### src/hw/pq_pkg.sv
package pq_pkg;
	// register offsets
	localparam logic [7:0] ADDR_MODE_CONTROL_TWO     = 8'h0c;
	localparam logic [7:0] ADDR_CROSSING_TIMEOUT_VALUE    = 8'h11;
	localparam logic [7:0] ADDR_LINE_MEAS = 8'h20;
	localparam logic [7:0] ADDR_DIP_THR   = 8'h21;
	localparam logic [7:0] ADDR_DIP_CYC   = 8'h22;
	localparam logic [7:0] ADDR_VPK_THR   = 8'h23;
	localparam logic [7:0] ADDR_IPK_THR   = 8'h24;
	localparam logic [7:0] ADDR_VMAX      = 8'h25;
	localparam logic [7:0] ADDR_IMAX      = 8'h26;
	localparam logic [7:0] ADDR_VMAX_COR  = 8'h27;
	localparam logic [7:0] ADDR_IMAX_COR  = 8'h28;
	localparam logic [7:0] ADDR_ST3       = 8'h30;
	localparam logic [7:0] ADDR_EN3       = 8'h31;
	localparam logic [7:0] ADDR_SM_FLAGS  = 8'h32;
	localparam logic [7:0] ADDR_SM_EN     = 8'h33;
	// field positions
	localparam int BIT_FREQ_SEL = 0;
	localparam int BIT_ZX       = 0;
	localparam int BIT_CROSSING_TIMEOUT_ENABLE     = 1;
	localparam int BIT_PKV      = 2;
	localparam int BIT_PKI      = 3;
	localparam int BIT_DIP      = 0;
	// values after reset
	localparam logic [11:0] CROSSING_TIMEOUT_VALUE_RST  = 12'hfff;
	localparam logic [15:0] DIP_THR_RST = 16'h0000;
	localparam logic [7:0]  DIP_CYC_RST = 8'h02;
	localparam logic [15:0] PK_THR_RST  = 16'hffff;
	// clock rate, cycle counts and divider constants
	localparam int unsigned CLK_HZ      = 100_000_000;
	localparam logic [7:0]  CROSSING_TIMEOUT_ENABLE_DIV    = 8'd160;
	localparam logic [3:0]  PER_DIV     = 4'd10;
	localparam logic [27:0] FREQ_NUM    = 28'(64'd16 * CLK_HZ / PER_DIV);
	localparam logic [4:0]  DIV_STEPS   = 5'd28;
	typedef enum logic [0:0] {
		DIV_IDLE = 1'b0,
		DIV_RUN  = 1'b1
	} div_state_t;
endpackage

### src/hw/line_power_quality_monitor.sv
// Implementation choice: the plain strobed port.
module line_power_quality_monitor (
	// clock and reset
	input  wire logic        ref_clk,
	input  wire logic        rst_n,
	// filtered voltage stream
	input  wire logic        lpf_valid,
	input  wire logic [15:0] lpf_sample,
	// raw channel waveform samples
	input  wire logic        wave_valid,
	input  wire logic [23:0] v_wave,
	input  wire logic [23:0] i_wave,
	// register port
	input  wire logic [7:0]  reg_addr,
	input  wire logic [15:0] reg_wdata,
	input  wire logic        reg_wr,
	input  wire logic        reg_rd,
	output logic      [15:0] reg_rdata,
	// events and interrupts
	output logic             zero_cross_event,
	output logic             metering_irq,
	output logic             supply_monitor_irq
);
	typedef struct packed {
		logic [15:0]        rdata;
		logic               mode_freq;
		logic [11:0]        crossing_timeout_enable_val;
		logic [11:0]        crossing_timeout_enable_cnt;
		logic [7:0]         crossing_timeout_enable_pre;
		logic [15:0]        v_prev;
		logic               zx;
		logic [3:0]         per_pre;
		logic [15:0]        per_cnt;
		logic [15:0]        meas;
		logic [15:0]        dip_thr;
		logic [7:0]         dip_cyc;
		logic [7:0]         dip_run;
		logic               cyc_below;
		logic [15:0]        vpk_thr;
		logic [15:0]        ipk_thr;
		logic [15:0]        vmax;
		logic [15:0]        imax;
		logic [3:0]         st3;
		logic [3:0]         en3;
		logic               sm_flag;
		logic               sm_en;
		pq_pkg::div_state_t dstate;
		logic [4:0]         dstep;
		logic [27:0]        dquo;
		logic [16:0]        drem;
		logic [15:0]        dden;
	} state_t;

	state_t      r_ff;
	state_t      nxt_r;
	logic        zx_now;
	logic        pos_now;
	logic        crossing_timeout_enable_tick;
	logic        below_now;
	logic        dip_ok;
	logic [7:0]  run_inc;
	logic [15:0] abs_lpf;
	logic [15:0] abs_v;
	logic [15:0] abs_i;
	logic        wr_st3;
	logic        rd_vcor;
	logic        rd_icor;

	function automatic logic [15:0] mag(input logic [15:0] x);
		mag = x[15] ? 16'(-x) : x;
	endfunction

	// crossing detector on the low-pass output
	// sign change
	assign zx_now    = lpf_valid && (lpf_sample[15] != r_ff.v_prev[15]);
	assign pos_now   = zx_now && !lpf_sample[15];
	assign crossing_timeout_enable_tick = r_ff.crossing_timeout_enable_pre == 8'(pq_pkg::CROSSING_TIMEOUT_ENABLE_DIV - 8'd1);
	assign abs_lpf   = mag(lpf_sample);
	assign abs_v     = mag(v_wave[23:8]);
	assign abs_i     = mag(i_wave[23:8]);
	assign below_now = r_ff.dip_thr > abs_lpf;
	assign dip_ok    = r_ff.cyc_below && (below_now || !lpf_valid);
	assign run_inc   = r_ff.dip_run + 8'd1;
	assign wr_st3    = reg_wr && reg_addr == pq_pkg::ADDR_ST3;
	assign rd_vcor   = reg_rd && reg_addr == pq_pkg::ADDR_VMAX_COR;
	assign rd_icor   = reg_rd && reg_addr == pq_pkg::ADDR_IMAX_COR;

	always_comb begin
		nxt_r = r_ff;
		nxt_r.zx = zx_now;
		if (lpf_valid) begin
			nxt_r.v_prev = lpf_sample;
		end

		nxt_r.crossing_timeout_enable_pre = crossing_timeout_enable_tick ? 8'h00 : 8'(r_ff.crossing_timeout_enable_pre + 8'd1);
		if (zx_now) begin
			nxt_r.crossing_timeout_enable_cnt = r_ff.crossing_timeout_enable_val;
			nxt_r.crossing_timeout_enable_pre = 8'h00;
		end else if (crossing_timeout_enable_tick && r_ff.crossing_timeout_enable_cnt != 12'h000) begin
			nxt_r.crossing_timeout_enable_cnt = 12'(r_ff.crossing_timeout_enable_cnt - 12'd1);
		end

		nxt_r.per_pre = (r_ff.per_pre == 4'(pq_pkg::PER_DIV - 4'd1)) ? 4'h0
			: 4'(r_ff.per_pre + 4'd1);
		if (r_ff.per_pre == 4'(pq_pkg::PER_DIV - 4'd1) && r_ff.per_cnt != 16'hffff) begin
			nxt_r.per_cnt = 16'(r_ff.per_cnt + 16'd1);
		end

		// sixteenths of hertz by long division
		case (r_ff.dstate)
			pq_pkg::DIV_IDLE: begin
				nxt_r.dstep = 5'd0;
			end
			pq_pkg::DIV_RUN: begin
				if ({r_ff.drem[15:0], r_ff.dquo[27]} >= {1'b0, r_ff.dden}) begin
					nxt_r.drem = 17'({r_ff.drem[15:0], r_ff.dquo[27]} - {1'b0, r_ff.dden});
					nxt_r.dquo = {r_ff.dquo[26:0], 1'b1};
				end else begin
					nxt_r.drem = {r_ff.drem[15:0], r_ff.dquo[27]};
					nxt_r.dquo = {r_ff.dquo[26:0], 1'b0};
				end
				nxt_r.dstep = 5'(r_ff.dstep + 5'd1);
				if (r_ff.dstep == 5'(pq_pkg::DIV_STEPS - 5'd1)) begin
					nxt_r.dstate = pq_pkg::DIV_IDLE;
					nxt_r.meas = (|nxt_r.dquo[27:16]) ? 16'hffff : nxt_r.dquo[15:0];
				end
			end
			default: begin
				nxt_r.dstate = pq_pkg::DIV_IDLE;
			end
		endcase

		// below-threshold tracking over the running cycle
		if (lpf_valid && !below_now) begin
			nxt_r.cyc_below = 1'b0;
		end

		if (pos_now) begin
			nxt_r.per_cnt = 16'h0000;
			nxt_r.per_pre = 4'h0;
			if (!r_ff.mode_freq) begin
				nxt_r.meas = r_ff.per_cnt;
			end else if (r_ff.per_cnt != 16'h0000) begin
				nxt_r.dstate = pq_pkg::DIV_RUN;
				nxt_r.dstep  = 5'd0;
				nxt_r.dquo   = pq_pkg::FREQ_NUM;
				nxt_r.drem   = 17'h00000;
				nxt_r.dden   = r_ff.per_cnt;
			end
			if (dip_ok) begin
				nxt_r.dip_run = (r_ff.dip_run == 8'hff) ? 8'hff : run_inc;
			end else begin
				nxt_r.dip_run = 8'h00;
			end
			nxt_r.cyc_below = 1'b1;
		end

		// register writes
		if (reg_wr) begin
			case (reg_addr)
				pq_pkg::ADDR_MODE_CONTROL_TWO: begin
					nxt_r.mode_freq = reg_wdata[pq_pkg::BIT_FREQ_SEL];
				end
				pq_pkg::ADDR_CROSSING_TIMEOUT_VALUE: begin
					nxt_r.crossing_timeout_enable_val = reg_wdata[11:0];
				end
				pq_pkg::ADDR_DIP_THR: begin
					nxt_r.dip_thr = reg_wdata;
				end
				pq_pkg::ADDR_DIP_CYC: begin
					nxt_r.dip_cyc = reg_wdata[7:0];
				end
				pq_pkg::ADDR_VPK_THR: begin
					nxt_r.vpk_thr = reg_wdata;
				end
				pq_pkg::ADDR_IPK_THR: begin
					nxt_r.ipk_thr = reg_wdata;
				end
				pq_pkg::ADDR_EN3: begin
					nxt_r.en3 = reg_wdata[3:0];
				end
				pq_pkg::ADDR_SM_FLAGS: begin
					if (reg_wdata[pq_pkg::BIT_DIP]) begin
						nxt_r.sm_flag = 1'b0;
					end
				end
				pq_pkg::ADDR_SM_EN: begin
					nxt_r.sm_en = reg_wdata[pq_pkg::BIT_DIP];
				end
				default: begin
				end
			endcase
		end
		if (wr_st3) begin
			nxt_r.st3 = r_ff.st3 & ~reg_wdata[3:0];
		end

		if (rd_vcor) begin
			nxt_r.vmax = 16'h0000;
		end
		if (rd_icor) begin
			nxt_r.imax = 16'h0000;
		end

		// hardware sets win over software clears
		// crossing flag
		if (zx_now) begin
			nxt_r.st3[pq_pkg::BIT_ZX] = 1'b1;
		end
		if (!zx_now && crossing_timeout_enable_tick && r_ff.crossing_timeout_enable_cnt == 12'd1) begin
			nxt_r.st3[pq_pkg::BIT_CROSSING_TIMEOUT_ENABLE] = 1'b1;
		end
		if (pos_now && dip_ok && run_inc == 8'(r_ff.dip_cyc - 8'd1)) begin
			nxt_r.sm_flag = 1'b1;
		end
		if (wave_valid) begin
			if (abs_v > r_ff.vpk_thr) begin
				nxt_r.st3[pq_pkg::BIT_PKV] = 1'b1;
			end
			if (abs_i > r_ff.ipk_thr) begin
				nxt_r.st3[pq_pkg::BIT_PKI] = 1'b1;
			end
			if (abs_v > r_ff.vmax) begin
				nxt_r.vmax = abs_v;
			end
			if (abs_i > r_ff.imax) begin
				nxt_r.imax = abs_i;
			end
		end

		// read data stand for one cycle only
		nxt_r.rdata = 16'h0000;
		if (reg_rd) begin
			case (reg_addr)
				pq_pkg::ADDR_MODE_CONTROL_TWO:     nxt_r.rdata = {15'h0000, r_ff.mode_freq};
				pq_pkg::ADDR_CROSSING_TIMEOUT_VALUE:    nxt_r.rdata = {4'h0, r_ff.crossing_timeout_enable_val};
				pq_pkg::ADDR_LINE_MEAS: nxt_r.rdata = r_ff.meas;
				pq_pkg::ADDR_DIP_THR:   nxt_r.rdata = r_ff.dip_thr;
				pq_pkg::ADDR_DIP_CYC:   nxt_r.rdata = {8'h00, r_ff.dip_cyc};
				pq_pkg::ADDR_VPK_THR:   nxt_r.rdata = r_ff.vpk_thr;
				pq_pkg::ADDR_IPK_THR:   nxt_r.rdata = r_ff.ipk_thr;
				pq_pkg::ADDR_VMAX:      nxt_r.rdata = r_ff.vmax;
				pq_pkg::ADDR_IMAX:      nxt_r.rdata = r_ff.imax;
				pq_pkg::ADDR_VMAX_COR:  nxt_r.rdata = r_ff.vmax;
				pq_pkg::ADDR_IMAX_COR:  nxt_r.rdata = r_ff.imax;
				pq_pkg::ADDR_ST3:       nxt_r.rdata = {12'h000, r_ff.st3};
				pq_pkg::ADDR_EN3:       nxt_r.rdata = {12'h000, r_ff.en3};
				pq_pkg::ADDR_SM_FLAGS:  nxt_r.rdata = {15'h0000, r_ff.sm_flag};
				pq_pkg::ADDR_SM_EN:     nxt_r.rdata = {15'h0000, r_ff.sm_en};
				default:                nxt_r.rdata = 16'h0000;
			endcase
		end
	end

	always_ff @(posedge ref_clk) begin
		if (!rst_n) begin
			r_ff          <= '0;
			r_ff.crossing_timeout_enable_val <= pq_pkg::CROSSING_TIMEOUT_VALUE_RST;
			r_ff.crossing_timeout_enable_cnt <= pq_pkg::CROSSING_TIMEOUT_VALUE_RST;
			r_ff.dip_thr  <= pq_pkg::DIP_THR_RST;
			r_ff.dip_cyc  <= pq_pkg::DIP_CYC_RST;
			r_ff.vpk_thr  <= pq_pkg::PK_THR_RST;
			r_ff.ipk_thr  <= pq_pkg::PK_THR_RST;
			r_ff.dstate   <= pq_pkg::DIV_IDLE;
		end else begin
			r_ff <= nxt_r;
		end
	end

	assign reg_rdata          = r_ff.rdata;
	assign zero_cross_event   = r_ff.zx;
	assign metering_irq       = |(r_ff.st3 & r_ff.en3);
	assign supply_monitor_irq = r_ff.sm_flag && r_ff.sm_en;
endmodule // line_power_quality_monitor

### config.mk
export PLATFORM = sky130hd
export DESIGN_NAME = line_power_quality_monitor
export DESIGN_NICKNAME = d
export VERILOG_FILES = /design/src/hw/pq_pkg.sv /design/src/hw/line_power_quality_monitor.sv
export SDC_FILE = /design/constraint.sdc
export NUM_CORES = 1
export LEC_CHECK = 0
export BUFFER_PORTS_ARGS = -buffer_cell sky130_fd_sc_hd__buf_2
export CORE_AREA = 2 2 216 133
export CTS_CLUSTER_SIZE = 16
export DETAILED_ROUTE_END_ITERATION = 7
export DIE_AREA = 0 0 218 135
export PLACE_DENSITY_LB_ADDON = 0.3
export SYNTH_ARGS = -nofsm -noshare
export SYNTH_HDL_FRONTEND = slang
export SYNTH_SLANG_ARGS = --single-unit
### constraint.sdc
create_clock -name ref_clk -period 5.2 [get_ports ref_clk]
set_clock_uncertainty 0.1 [all_clocks]
set_input_delay 0.52 -clock ref_clk [delete_from_list [all_inputs] [get_ports ref_clk]]
set_output_delay 0.52 -clock ref_clk [all_outputs]
set_load 0.01 [all_outputs]
; ---- Yosys cells after proc, flatten, opt, wreduce, memory -nomap -nowiden
; Cells that the tools add are included.
[totals]
regBits = 276
in_bits = 94
wordCells = 159
[op_classes]
addsub = 11
n_lt_le_gt_ge = 6
n_eq_ne = 23
n_mux = 39
n_bitwise = 5
n_reduce_logical = 46
[ops]
columns = cell, n
row1 = $pmux 16 s13, 1
row2 = $mux 67, 3
row3 = $mux 16, 12
row4 = $eq 8x6->1 const B, 13
row5 = $mux 45, 2
row6 = $gt 16x16->1, 5
row7 = $neg 16->16, 3
row8 = $mux 34, 1
row9 = $mux 12, 2
row10 = $mux 18, 1
row11 = $reduce_and 2->1, 9
row12 = $ge 17x16->1, 1
row13 = $sub 17x16->17, 1
row14 = $add 16x1->16 const B, 1
row15 = $add 8x1->8 const B, 2
row16 = $eq 8x8->1 const B, 2
row17 = $mux 8, 2
row18 = $ne 16x16->1 const B, 1
row19 = $reduce_bool 16->1, 1
row20 = $logic_and 1x1->1, 14
row21 = $reduce_bool 2->1, 7
row22 = $eq 12x1->1 const B, 1
row23 = $mux 1, 12
row24 = $reduce_bool 12->1, 1
row25 = other kinds (23), 32

; ---- Longest topological paths before layout
[depth]
ltp_word = 9
ltp_mapped = 15

; ---- Least setup slack after synthesis
; OpenSTA, ideal clock, no wires.
[synth_path]
path_type = input to register
startpoint = input port lpf_sample[3]
endpoint = register r_ff[145] (netlist bit)
setup_ps = 61
arrival_time_ps = 3809
required_time_ps = 5039
slack_ps = 1230
cell_stages = 14
n_path_buf = 0
path_cell_list = nor3_1 nand2b_1 nor2_1 nand2_1 or4_1 or4b_2 ha_1 nand4_1 nor4_1 a21boi_0 o41ai_1 nor3_1 a21o_1 a22o_1
[synth_between]
elab_chain_cells = 6
[synth_rtl]
columns = element, line_no
row1 = start: declaration, line_power_quality_monitor.sv:8  ; input wire logic [15:0] lpf_sample,
row2 = $neg 16->16, line_power_quality_monitor.sv:70  ; mag = x[15] ? 16'(-x) : x;
row3 = $mux 16 *, line_power_quality_monitor.sv:70
row4 = $gt 16x16->1 *, line_power_quality_monitor.sv:81  ; assign below_now = r_ff.dip_thr > abs_lpf;
row5 = $logic_or 1x1->1 *, line_power_quality_monitor.sv:82  ; assign dip_ok = r_ff.cyc_below && (below_now || !lpf_valid);
row6 = $logic_and 1x1->1 *, line_power_quality_monitor.sv:82
row7 = $mux 8 *, line_power_quality_monitor.sv:150  ; if (dip_ok) begin
row8 = end signal: assignment, line_power_quality_monitor.sv:266  ; r_ff <= nxt_r;
row9 = end: declaration, line_power_quality_monitor.sv:54  ; state_t r_ff;
; Mark *: on every way between the ends. The rest lies on a longest branch, timed or not.
; A chain may end at the register's enable or synchronous reset.

; ---- Worst setup path in the final report
; Ends and elaborated chain as after synthesis.

==> metrics <==
switching share of power 26.3%; # fillers 2411; number of synthesized flops with an enable pin 0; crit path capture type flop; area added between synthesis and finish 9.66%; Pins Over Slew Limit 0; Final Hold Fails 0; min Tclk post-route 4320 ps; # DRC 0; H-tree depth 1; clock tree buffer depth 3; CTS tree yes; Worst Tran Pin Value 1180 ps; IO Port Bufs 96; static leakage 0.00660 µW; ys flop type dfxtp_1; share of cells above drive strength 1 10.1%; Max Cap Violations 0; Clock Tree Root clkbuf_16; Sequential Power Share 46.2%; TritonRoute pass-1 iters 5; HP Class input pin to flop; VDD IR-drop max 0.189 mV; Mapped Area 0.0148 mm²; FF+latch count, synth 260; Synthesis Warnings 0; num ports 113; Comb pwr share 11.3%; via count 13500; Synth Instances 1781; Psw 1180 µW; Final Cycle Share 83.1%; GRT Util Overall 29.5%; Int Pwr 3300 µW; Finished Layout Cells 2199; Hold Path Origin v_wave[8]; CTS clock-pin slew for the worst setup and hold paths 70 ps; Worst Setup SP lpf_sample[3]; distinct cell type count after synthesis 72; Slew HR 21.5%; mean post-synth cell area 8.33 µm²; CP Max Fanout 7; Worst path slowest cell or4b_2; TritonCTS Buffers 25; Post-Place Cells 2152; critical path cell sequence buf_2, nor3_1, nand2b_1, nor2_1, nand2_1, or4_1, or4b_2, ha_1, nand4_1, nor4_1, a21boi_0, o41ai_1, buf_4, nor3_1, a21o_1, a22o_1; smallest setup slack after layout 878 ps; Worst EP required 5590 ps; vias per cell 6.16; DIE WIDTH 218 µm; CTS hold repair buffers 0; clock sinks 260; CP dominant cell by count nor3_1; Die H 135 µm; Seq/Total Area, Yosys 35.1%; Post-CTS Setup Inserts 0; Initial Util 54.4%; asr flop ratio synth 0%; DRT iter0 DRCs 1461; Fin Hold WS 130 ps; RSZ-0062 raised after global routing no; status complete, no violations; Fmax 231 MHz; WL per Instance 20.0 µm; post-DP HPWL 33000 µm; Worst EP arrival 4710 ps; largest net degree at the start of global routing 62; vias in the first global route 12300; commonest non-fill, non-tap cell in the layout dfxtp_1; initial antenna violation count 3; gp weighted congestion 0.958; Setup WS pre-CTS 392 ps; Final TNS setup 0 ps; commonest non-fill, non-tap cells in the layout dfxtp_1 (259), nand2_1 (215), nor2_1 (140), a21oi_1 (122), inv_1 (111); startpoint types input pin; Core Area 0.0273 mm²; Clock Power Share 42.5%; Tot Pwr 4470 µW; Post-Syn Nets 1985; clk_lat worst skew 550 ps; number of gates resized after CTS 0; post-detailed-routing wire length 43900 µm; die area 0.0294 mm²; Remaining Overflow, GRT 0; RR Startpoint r_ff[10]$_SDFFE_PN0P_; Nets 2016; final setup violation count 0; Routed Antenna Nets 0; first-pass GRT wire length 68200 µm; CP peak stage delay 670 ps; Setup Crit Path Kind input pin to flop; power per standard cell area 275 mW/mm²; Rows 47
==> per-layer routing <==
metal / wire length, µm / vias to the layer above / GRT usage (%)
met2: 17200 / 580 / 40.4
met3: 4810 / 66 / 9.10
met4: 817 / 2 / 5.97
li1: - / 6442 / -
met1: 21100 / 6457 / 44.8
met5: 18 / - / 0
==> Yosys cell counts, types with 22 or more instances <==
library cell	number	area, µm²
xnor2_1	59	517
nor3_1	29	145
mux2i_1	59	591
a21o_1	22	165
nand2_1	215	807
nand3_1	53	265
nand4_1	26	163
nor2_1	140	526
a21oi_1	122	611
ha_1	109	1360
a32o_1	33	330
o21ai_0	69	345
dfxtp_1	260	5200
o211ai_1	42	315
inv_1	111	417
clkbuf_1	77	289
xor2_1	43	377
a22oi_1	24	180
==> through the flow <==
step                util (%)  cell area (µm²)
floorplan                  -            14800
global placement        56.6            15400
detailed placement      56.6            15400
CTS                     59.6            16300
global route            59.7            16300
finish                  59.7            16300
==> final cells by class <==
| class | instances | area [µm²] | area share (%) |
|---|---|---|---|
| Clock inverter | 13 | 155 | 0.953 |
| Antenna cell | 2 | 5.00 | 0.0307 |
| Clock buffer | 32 | 682 | 4.19 |
| Multi-Input combinational cell | 1298 | 8730 | 53.6 |
| Sequential cell | 260 | 5210 | 32.0 |
| Tap cell | 367 | 459 | 2.82 |
| Inverter | 112 | 420 | 2.58 |
| Timing Repair Buffer | 115 | 623 | 3.83 |
==> power groups by stage <==
stage | logic (µW) | registers (µW) | clock network [µW]
finish | 506 | 2070 | 1900
global route | 556 | 2070 | 2000
CTS | 494 | 2060 | 1910
detailed placement | 490 | 2110 | 0
global placement | 474 | 2110 | 0
floorplan | 322 | 2090 | 0
==> path summary, 6_finish.rpt <==
kind / to / slack, ps / cells past startpoint
worst max register to register: r_ff[18]$_SDFF_PN0_ / 1920 / 9
worst min register to register: r_ff[61]$_SDFF_PN0_ / 350 / 1
worst min-delay path: r_ff[93]$_SDFF_PN0_ / 130 / 2
worst max-delay path: r_ff[145]$_SDFFE_PN0P_ / 880 / 16
==> logic make-up after synthesis <==
kind of cell / count (synthesis) / synth area share, %
simple gates: 573 / 18.1
compound gates: 441 / 20.3
flops: 260 / 35.1
buf+inv: 223 / 6.14
fa+ha+maj: 110 / 9.32
xor+xnor: 102 / 6.02
mux: 72 / 5.04
==> worst max-delay path, delay by kind of cell <==
kind | cells | cell delay [ps]
compound gates | 4 | 660
fa+ha+maj | 1 | 310
buf+inv | 2 | 280
simple gates | 9 | 2950
==> flip-flops by register name, summed over array words and instances (netlist names) <==
name,flops
r_ff,243
reg_rdata,16
zero_cross_event,1
Note: power is estimated with default switching activity, not from simulation.
